$ cat src/inc/remote_ctrl_pkg.sv
// Shared constants, modes and carrier types for the remote command logic.
// Assumes one 40 MHz clock and command inputs already isolated to logic levels.
package remote_ctrl_pkg;

  // ***********************************************************************
  // Clock and timing
  // ***********************************************************************
  localparam int unsigned CLK_HZ = 40_000_000;
  localparam int unsigned TICK_TIME_US = 1000;
  localparam int unsigned TICK_CYCLES = (CLK_HZ / 1_000_000) * TICK_TIME_US;
  localparam int unsigned HOLD_TIME_MS = 300;
  localparam int unsigned HOLD_TICKS = (HOLD_TIME_MS * 1000) / TICK_TIME_US;
  localparam int unsigned LEVEL_TIME_MS = 10;
  localparam int unsigned LEVEL_TICKS = (LEVEL_TIME_MS * 1000) / TICK_TIME_US;
  localparam int unsigned INIT_TIME_MS = 5000;
  localparam int unsigned INIT_TICKS = (INIT_TIME_MS * 1000) / TICK_TIME_US;

  localparam int TICK_CNT_W = 16;
  localparam int INIT_CNT_W = 16;
  localparam int QUAL_CNT_W = 12;
  localparam int COOLER_NUM = 2;

  // ***********************************************************************
  // Reset values
  // ***********************************************************************
  localparam logic [TICK_CNT_W-1:0] TICK_CNT_RST = 16'h0000;
  localparam logic [INIT_CNT_W-1:0] INIT_CNT_RST = 16'h0000;
  localparam logic [QUAL_CNT_W-1:0] QUAL_CNT_RST = 12'h000;

  // ***********************************************************************
  // Types
  // ***********************************************************************
  typedef enum logic [1:0] {
    MODE_NONE = 2'b00,
    MODE_MOMENTARY = 2'b01,
    MODE_ALTERNATE = 2'b10
  } mode_t;

  typedef struct packed {
    logic start;
    logic stop_hold;
    logic onoff;
    logic [COOLER_NUM-1:0] cooler_run_cmd;
  } cmd_t;

  typedef struct packed {
    logic pump_answer_contact;
    logic [COOLER_NUM-1:0] cooler_answer_contact;
    logic fault_contact;
  } answer_t;

endpackage

$ cat src/rtl/cmd_qualifier.sv
// Synchroniser and hold-time qualifier for one isolated command input.
// Assumes a one-cycle tick enable pulse from the parent's divider.
`timescale 1ns/100ps
module cmd_qualifier
  import remote_ctrl_pkg::*;
#(
  parameter int unsigned HOLD = 1
)
(
  input wire logic clk_in,
  input wire logic srst_in,
  input wire logic tick_in,
  input wire logic raw_in,
  output logic level_out
);

  logic sync1_r;
  logic sync2_r;
  logic level_r;
  logic level_nxt;
  logic [QUAL_CNT_W-1:0] cnt_r;
  logic [QUAL_CNT_W-1:0] cnt_nxt;

  // ***********************************************************************
  // Hold-time counter
  // ***********************************************************************
  always_comb
  begin
    level_nxt = level_r;
    cnt_nxt = cnt_r;
    if (sync2_r == level_r)
    begin
      cnt_nxt = QUAL_CNT_RST;
    end
    else if (tick_in)
    begin
      if (cnt_r >= QUAL_CNT_W'(HOLD - 1))
      begin
        level_nxt = sync2_r;
        cnt_nxt = QUAL_CNT_RST;
      end
      else
      begin
        cnt_nxt = cnt_r + QUAL_CNT_W'(1);
      end
    end
  end

  always_ff @(posedge clk_in)
  begin
    if (srst_in)
    begin
      sync1_r <= 1'b0;
      sync2_r <= 1'b0;
      level_r <= 1'b0;
      cnt_r <= QUAL_CNT_RST;
    end
    else
    begin
      sync1_r <= raw_in;
      sync2_r <= sync1_r;
      level_r <= level_nxt;
      cnt_r <= cnt_nxt;
    end
  end

  assign level_out = level_r;

endmodule // cmd_qualifier

$ cat src/rtl/remote_cmd_ctrl.sv
// Remote command interpreter for a compressor pump with two coolers.
// Assumes level inputs from isolated couplers, a fault level from the
// protection logic and a manual reset button level, all on clk_in.
`timescale 1ns/100ps
module remote_cmd_ctrl
  import remote_ctrl_pkg::*;
#(
  parameter int unsigned TICK_LEN = TICK_CYCLES,
  parameter int unsigned INIT_LEN = INIT_TICKS
)
(
  input wire logic clk_in,
  input wire logic srst_in,
  input wire cmd_t cmd_in,
  input wire logic fault_in,
  input wire logic fault_reset_in,
  output answer_t answer_out,
  output logic pump_run_out,
  output logic [COOLER_NUM-1:0] cooler_run_out,
  output mode_t mode_out
);

  logic [TICK_CNT_W-1:0] tick_cnt_r;
  logic [TICK_CNT_W-1:0] tick_cnt_nxt;
  logic tick_r;
  logic tick_nxt;
  logic [INIT_CNT_W-1:0] init_cnt_r;
  logic [INIT_CNT_W-1:0] init_cnt_nxt;
  logic ready_r;
  logic ready_nxt;
  mode_t mode_r;
  mode_t mode_nxt;
  logic pump_r;
  logic pump_nxt;
  logic [COOLER_NUM-1:0] cooler_r;
  logic [COOLER_NUM-1:0] cooler_nxt;
  logic fault_r;
  logic fault_nxt;
  answer_t answer_r;
  answer_t answer_nxt;
  logic start_q;
  logic stop_hold_q;
  logic onoff_q;
  logic [COOLER_NUM-1:0] cooler_q;

  // ***********************************************************************
  // Tick divider and power-up initialisation
  // ***********************************************************************
  always_comb
  begin
    tick_cnt_nxt = tick_cnt_r + TICK_CNT_W'(1);
    tick_nxt = 1'b0;
    if (tick_cnt_r >= TICK_CNT_W'(TICK_LEN - 1))
    begin
      tick_cnt_nxt = TICK_CNT_RST;
      tick_nxt = 1'b1;
    end
    init_cnt_nxt = init_cnt_r;
    ready_nxt = ready_r;
    if (!ready_r && tick_r)
    begin
      if (init_cnt_r >= INIT_CNT_W'(INIT_LEN - 1))
      begin
        ready_nxt = 1'b1;
      end
      else
      begin
        init_cnt_nxt = init_cnt_r + INIT_CNT_W'(1);
      end
    end
  end

  always_ff @(posedge clk_in)
  begin
    if (srst_in)
    begin
      tick_cnt_r <= TICK_CNT_RST;
      tick_r <= 1'b0;
      init_cnt_r <= INIT_CNT_RST;
      ready_r <= 1'b0;
    end
    else
    begin
      tick_cnt_r <= tick_cnt_nxt;
      tick_r <= tick_nxt;
      init_cnt_r <= init_cnt_nxt;
      ready_r <= ready_nxt;
    end
  end

  // ***********************************************************************
  // Input qualification
  // ***********************************************************************
  cmd_qualifier #(.HOLD(HOLD_TICKS)) u_start_qual (
    .clk_in(clk_in),
    .srst_in(srst_in),
    .tick_in(tick_r),
    .raw_in(cmd_in.start),
    .level_out(start_q)
  );

  cmd_qualifier #(.HOLD(HOLD_TICKS)) u_stop_qual (
    .clk_in(clk_in),
    .srst_in(srst_in),
    .tick_in(tick_r),
    .raw_in(cmd_in.stop_hold),
    .level_out(stop_hold_q)
  );

  cmd_qualifier #(.HOLD(LEVEL_TICKS)) u_onoff_qual (
    .clk_in(clk_in),
    .srst_in(srst_in),
    .tick_in(tick_r),
    .raw_in(cmd_in.onoff),
    .level_out(onoff_q)
  );

  genvar gi;
  generate
    for (gi = 0; gi < COOLER_NUM; gi++)
    begin : g_cooler_qual
      cmd_qualifier #(.HOLD(LEVEL_TICKS)) u_cooler_qual (
        .clk_in(clk_in),
        .srst_in(srst_in),
        .tick_in(tick_r),
        .raw_in(cmd_in.cooler_run_cmd[gi]),
        .level_out(cooler_q[gi])
      );
    end
  endgenerate

  // ***********************************************************************
  // Mode, pump, coolers and fault latch
  // ***********************************************************************
  always_comb
  begin
    mode_nxt = mode_r;
    pump_nxt = pump_r;
    cooler_nxt = cooler_r;
    fault_nxt = fault_r;
    if (fault_reset_in && !fault_in)
    begin
      fault_nxt = 1'b0;
    end
    if (fault_in)
    begin
      fault_nxt = 1'b1;
    end
    if (ready_r)
    begin
      unique case (mode_r)
        MODE_NONE:
        begin
          // Start wins if both commands qualify together
          if (start_q)
          begin
            mode_nxt = MODE_MOMENTARY;
          end
          else if (onoff_q)
          begin
            mode_nxt = MODE_ALTERNATE;
          end
          pump_nxt = 1'b0;
        end
        MODE_MOMENTARY:
        begin
          if (!stop_hold_q)
          begin
            pump_nxt = 1'b0;
          end
          else if (start_q)
          begin
            pump_nxt = 1'b1;
          end
        end
        MODE_ALTERNATE:
        begin
          pump_nxt = onoff_q;
        end
        default:
        begin
          mode_nxt = MODE_NONE;
          pump_nxt = 1'b0;
        end
      endcase
      if (fault_r)
      begin
        pump_nxt = 1'b0;
      end
      cooler_nxt = pump_nxt ? cooler_q : '0;
    end
  end

  // ***********************************************************************
  // Answer-back contacts
  // ***********************************************************************
  always_comb
  begin
    answer_nxt = '0;
    if (ready_r)
    begin
      answer_nxt.pump_answer_contact = pump_r;
      answer_nxt.cooler_answer_contact = cooler_r & {COOLER_NUM{pump_r}};
      answer_nxt.fault_contact = fault_r;
    end
  end

  always_ff @(posedge clk_in)
  begin
    if (srst_in)
    begin
      mode_r <= MODE_NONE;
      pump_r <= 1'b0;
      cooler_r <= '0;
      fault_r <= 1'b0;
      answer_r <= '0;
    end
    else
    begin
      mode_r <= mode_nxt;
      pump_r <= pump_nxt;
      cooler_r <= cooler_nxt;
      fault_r <= fault_nxt;
      answer_r <= answer_nxt;
    end
  end

  assign answer_out = answer_r;
  assign pump_run_out = pump_r;
  assign cooler_run_out = cooler_r;
  assign mode_out = mode_r;

endmodule // remote_cmd_ctrl

$ cat config.mk
export PLATFORM = sky130hd
export DESIGN_NAME = remote_cmd_ctrl
export DESIGN_NICKNAME = d
export VERILOG_FILES = /design/src/inc/remote_ctrl_pkg.sv /design/src/rtl/cmd_qualifier.sv /design/src/rtl/remote_cmd_ctrl.sv
export SDC_FILE = /design/constraint.sdc
export NUM_CORES = 1
export LEC_CHECK = 0
export BUFFER_PORTS_ARGS = -buffer_cell sky130_fd_sc_hd__buf_4
export CAP_MARGIN = 15
export CORE_AREA = 5 5 112 114
export CTS_BUF_LIST = sky130_fd_sc_hd__clkbuf_4 sky130_fd_sc_hd__clkbuf_8
export DETAILED_ROUTE_END_ITERATION = 7
export DIE_AREA = 0 0 117 119
export GPL_TIMING_DRIVEN = 0
export PLACE_DENSITY = 0.63
export SKIP_CTS_REPAIR_TIMING = 1
export SKIP_LAST_GASP = 1
export SLEW_MARGIN = 20
export SYNTH_ARGS = -nofsm -noshare
export SYNTH_HDL_FRONTEND = slang
export SYNTH_SLANG_ARGS = --single-unit
$ cat constraint.sdc
create_clock -name clk_in -period 1.75 [get_ports clk_in]
set_input_delay 0.175 -clock clk_in [delete_from_list [all_inputs] [get_ports clk_in]]
set_output_delay 0.175 -clock clk_in [all_outputs]
set_load 0.02 [all_outputs]
== Word level (Yosys, flattened, before mapping) ==
Cells that the tools add are included.

* $add $sub $neg: 7
* $lt $le $gt $ge: 7
* Eq/ne operators: 8
* Multiplexer cells: 17
* Bitwise logic cells: 9
* Reduce and logical (&&, ||, !) cells: 22

{| class="wikitable"
|+ Operator list
! cell !! number
|-
| adder 12 x 1 -> 12 bit (second input constant) || 5
|-
| 2-to-1 mux 12 bit || 5
|-
| >= comparator 12 x 4 -> 1 bit (second input constant) || 3
|-
| adder 16 x 1 -> 16 bit (second input constant) || 2
|-
| >= comparator 12 x 9 -> 1 bit (second input constant) || 2
|-
| AND reduction 3 bit || 6
|-
| >= comparator 16 x 13 -> 1 bit (second input constant) || 1
|-
| >= comparator 16 bit (second input constant) || 1
|-
| OR reduction 2 bit || 8
|-
| inverter 1 bit || 8
|-
| 2-to-1 mux 1 bit || 7
|-
| 2-to-1 mux 2 bit || 3
|-
| equality test 1 bit || 5
|-
| case mux 2 bit (2 select lines) || 1
|-
| AND reduction 2 bit || 2
|-
| != test 3 x 1 -> 1 bit (second input constant) || 1
|-
| AND 2 bit || 1
|-
| equality test 2 x 1 -> 1 bit (second input constant) || 1
|-
| equality test 2 bit (second input constant) || 1
|-
| logical AND 1 bit || 2
|-
| zero test 1 bit || 2
|-
| zero test 2 bit || 1
|-
| case mux 1 bit (2 select lines) || 1
|-
| nonzero test 2 bit || 1
|}

* Register bits: 119
* Output and inout port bits: 9
* Word-level logic and storage cells: 101

== Depth between registers and ports, before layout ==
* Depth in word-level cells: 6
* Mapped depth: 8
* Gate-level depth less buffers: 7

== By module ==
A second synthesis with hierarchy kept.

* Cell total of the unflattened synthesis: 579
* Area, all modules: 5,247.5 um^2

{| class="wikitable"
|+ Modules (own cells, without submodules)
! module !! instances !! cells each !! area each (um^2) !! sequential area each (um^2)
|-
| cmd_qualifier at g_cooler_qual[0].u_cooler_qual ... || 3 || 75 || 679.4 || 300.3
|-
| remote_cmd_ctrl || 1 || 206 || 1,865.5 || 880.8
|-
| cmd_qualifier at u_start_qual ... || 2 || 74 || 671.9 || 300.3
|}

== Worst setup path after synthesis ==
OpenSTA, ideal clock, no wires.

* Kind: register to register
* From: register init_cnt_r[3]
* To: register init_cnt_r[9]
* Arrival time: 1,818 ps
* Data required time: 1,629 ps
* Setup slack: -188 ps
* Cell stages (with the launch flop): 6
* Path buffers: 0
* Clock period less this slack: 1,938 ps
* Cells stage by stage: dfxtp_1 -> nor4_4 -> a211oi_2 -> or4b_4 -> nor3_1 -> mux2_2

* Longest elaborated chain between the ends: 3
* Elaborated cells on any way between the ends: 4
* Classes of those cells: add/sub: 1; order compare: 1; bitwise: 1; reduce/logical: 1

{| class="wikitable"
|+ RTL lines
! element !! RTL line !! text
|-
| start, declared || remote_cmd_ctrl.sv:27 || <nowiki>logic [INIT_CNT_W-1:0] init_cnt_r;</nowiki>
|-
| start signal, assigned || remote_cmd_ctrl.sv:86 || <nowiki>init_cnt_r <= init_cnt_nxt;</nowiki>
|-
| >= comparator 16 x 13 -> 1 bit || remote_cmd_ctrl.sv:62 || <nowiki>if (init_cnt_r >= INIT_CNT_W'(INIT_LEN - 1))</nowiki>
|-
| inverter 1 bit (no line) || - ||
|-
| AND reduction 2 bit (no line) || - ||
|}

Parallel ways exist; a longest one is shown, timed or not.
A chain may end at the register's enable or synchronous reset.

== Final worst setup path ==
* From: register tick_r
* To: register init_cnt_r[9]

* Longest elaborated chain between the ends: 2

{| class="wikitable"
|+ RTL lines
! element !! RTL line !! text
|-
| start, declared || remote_cmd_ctrl.sv:25 || <nowiki>logic tick_r;</nowiki>
|-
| start signal, assigned || remote_cmd_ctrl.sv:85 || <nowiki>tick_r <= tick_nxt;</nowiki>
|-
| logical AND 1 bit || remote_cmd_ctrl.sv:60 || <nowiki>if (!ready_r && tick_r)</nowiki>
|-
| AND reduction 2 bit (no line) || - ||
|}

No other way between the ends.

==> metrics.md <==
| Metric | Value |
|---|---|
| Result of the run | `finished, violations left` |
| Violations in the final reports | `setup timing` |
| DRC errors left | `0` |
| Int Pwr | `~0.0045 W` |
| Final setup violating endpoints | `28` |
| Area growth from synthesis to layout | `27.9%` |
| Commonest non-fill, non-tap cell in the layout | `dfxtp_1` |
| Number of placement rows | `39` |
| Final setup margin | `-0.166 ns` |
| Leading cell types in the layout, fill and taps excluded | `dfxtp_1, nor2_1, buf_4` |
| Global placer's final weighted congestion | `0.818` |
| Library cell with the largest summed area after synthesis | `dfxtp_1` |
| Slew Viols, Final | `0` |
| Largest driver fanout on the critical path | `4` |
| Per-instance average area after synthesis | `9.04 sq um` |
| Initial core utilization | `44.3%` |
| Footprint of the multi-input gates | `~2700 sq um` |
| Horizontal die dimension | `between 100 and 150 um` |
| Worst IR Drop VDD | `~0.00056 V` |
| Placed Cells | `715` |
| CTS Buffer Depth | `2` |
| Maximum number of pins on one net before global-route repair | `17` |
| Final std cells w/o fill | `about 800` |
| Critical path arrival | `approximately 2.3 ns` |
| Core footprint | `approximately 11,000 sq um` |
| Synth Register Bits | `roughly 120` |
| Via count of the first global-routing pass | `~3,600` |
| Total CTS buffers | `17` |
| Detail Route Antenna Nets | `0` |
| Number of library cell types mapped by synthesis | `43` |
| Fillers | `slightly below 1,000` |
| WL final | `just over 10 mm` |
| HPWL reported at the end of detailed placement | `about 6.7 mm` |
| First drt pass iteration count | `4` |
| Number of clock sinks | `approximately 120` |
| Max-cap violations | `0` |
| Required @ worst endpoint | `2.09 ns` |
| Fin crit period | `1.92 ns` |
| Beginning of the worst register-to-register path | `tick_r` |
| Crit. End Element | `flip-flop` |
| Static leakage power | `2.34 nW` |
| Syn Inst Count | `approximately 560` |
| Hold/Removal Path Class | `in -> reg` |
| RSZ-0062 raised after global routing | `yes` |
| Post-synth net total | `slightly below 600` |
| Worst r2r dst | `init_cnt_r[9]` |
| Setup slack on the worst flop-to-flop path | `-0.17 ns` |
| Max-slew headroom | `between 60% and 70%` |
| Fraction of synthesized cell area taken by the top area cell type | `47.5%` |
| Share of post-route cells with drive strength above 1 | `~23%` |
| Number of nets at the end of the flow | `650` |
| Pin slew with the least headroom to its limit | `0.549 ns` |
| Worst Hold Launch | `fault_reset_in` |
| Length in cells of the worst reg-to-reg path | `6` |
| Switching power total | `~0.0012 W` |
| Fraction of power spent switching nets | `between 20 and 25%` |
| Worst hold path depth | `4` |
| Synthesis warning total | `0` |
| Average vias per placed instance | `between 5 and 6` |
| Clock group share of total power | `between 50% and 60%` |
| Type of the worst setup path | `reg -> reg` |
| Clock-pin transition on the worst setup and hold timing paths | `around 0.07 ns` |
| Via count | `just under 4,000` |
| I/O pin count | `18` |
| Sequential share of the synthesized area | `between 40% and 50%` |
| Post-Place Setup Slack | `-0.273 ns` |
| Cell Area, Synth | `roughly 5000 sq um` |
| Number of diodes added for antenna fixing | `0` |
| FF+latch area | `~2400 sq um` |
| Number of antenna violations at the first check in global routing | `0` |
| Final worst-path cycle share | `109%` |
| Launching element type of the critical path | `flip-flop` |
| Combinational share of power | `2.0%` |
| Dominant cells by area after synthesis | `dfxtp_1, nor2_1, xor2_1` |
| Root Buffer | `clkbuf_8` |
| Wire length per cell after detailed routing | `~13 um` |
| Wire length of the first global-routing pass | `16.9 mm` |
| Largest clock skew in the final design | `about 0.0059 ns` |
| Power density over the cells | `896 nW/um^2` |
| Final hold violations | `0` |
| Upper clock frequency limit | `between 500 and 600 MHz` |
| Level count of the clock H-tree | `4` |
| Clock tree from TritonCTS | `yes` |
| Overflow after GRT | `0` |
| Number of buffers inserted by port buffering | `17` |
| Total global-route track usage | `15.4%` |
| Initial drt markers | `171` |
| Clock insertion delay at the later pin of the skew report | `0.45 ns` |
| Worst Hold Path EP | `fault_r` |
| Die footprint | `about 14,000 sq um` |
| Die height | `roughly 120 um` |
| Sequential share of power | `a little under half` |
## layout make-up
type	instances	area share (%)
multi-input combinational	406	42.8
tap	143	2.79
buffer	15	1.50
clock inverter	14	3.45
clock buffer	18	3.86
inverter	14	0.819
timing repair buffer	52	7.25
sequential	119	37.5
## worst max-delay path by stage
stage	startpoint	end	slack, ns
finish	tick_r	init_cnt_r[9]	-0.17
global route	tick_r	init_cnt_r[9]	-0.28
CTS	init_cnt_r[6]	init_cnt_r[8]	-0.28
detailed placement	init_cnt_r[6]	init_cnt_r[8]	-0.27
global placement	init_cnt_r[6]	init_cnt_r[8]	-0.26
floorplan	init_cnt_r[6]	init_cnt_r[9]	-0.08
## worst max-delay path: stages (launching register included)
cell	delay (ns)
dfxtp_2	0.33
buf_6	0.11
and2b_2	0.17
nand4_1	0.14
or4b_4	0.61
nor3_4	0.15
mux2_4	0.31
## synthesized netlist by cell type, drive strengths merged
master,count
nor3b,3
and2,3
a32oi,1
and2b,1
a31oi,7
or2,1
a211oi,5
nand2b,2
dfxtp,119
o41a,2
clkbuf,14
o21ai,7
xor2,40
or3,3
mux2,4
a22oi,2
nor4,12
nand3,22
nand4,16
and3,19
inv,14
o211ai,3
nor2,112
a31o,2
xnor2,25
nor2b,18
a41oi,3
o31ai,1
or4b,1
nand2,37
mux2i,10
ha,16
nor3,8
o32ai,1
a21boi,5
a21oi,11
and4,2
or3b,1
buf,2
## state kept, by name, indices dropped and copies added (netlist names), 4 cells and up
signal                             cells
g_cooler_qual.u_cooler_qual.cnt_r     24
u_start_qual.cnt_r                    12
answer_out                             4
init_cnt_r                            16
u_stop_qual.cnt_r                     12
u_onoff_qual.cnt_r                    12
tick_cnt_r                            16
## kinds of logic after synthesis
logic type,Yosys count,synth area share [%]
xor gates and xnor gates,65,11.3
adders and majority gates,16,3.99
and+or+nand+nor,261,25.2
buffers and inverters,30,2.27
muxes,14,2.89
DFF,119,47.5
AOI/OAI and AO/OA,50,6.83
## metal layers
layer | routed length, um | track usage (%) | up-vias
met5 | 0 | 0 | -
met2 | 4870 | 23.2 | 51
li1 | - | - | 2030
met1 | 4750 | 19.8 | 1877
met3 | 388 | 5.22 | 17
met4 | 211 | 7.10 | 0
## power by group through the flow
stage	combinational, W	sequential, W	clock (W)
final	0.000117	0.00273	0.00290
after CTS	0.0000927	0.00273	0.00298
after floorplan	0.0000580	0.00279	0
after global placement	0.0000906	0.00280	0
after detailed placement	0.0000922	0.00280	0
after global routing	0.000129	0.00273	0.00312
## stage by stage
step	instance area (sq um)	TNS (ns)	utilization (%)	hold WS [ns]	power, W
3_3_place_gp	5410	-10.84	47.8	0.384	0.00289
2_1_floorplan	5100	-1.22	-	0.292	0.00285
4_1_cts	5880	-14.26	51.9	-0.0995	0.00581
5_1_grt	6420	-4.86	56.7	0.0316	0.00598
6_report	6420	-2.70	56.7	0.0290	0.00575
3_5_place_dp	5410	-12.61	47.8	0.388	0.00289
Power figures use the tool's default switching activity.
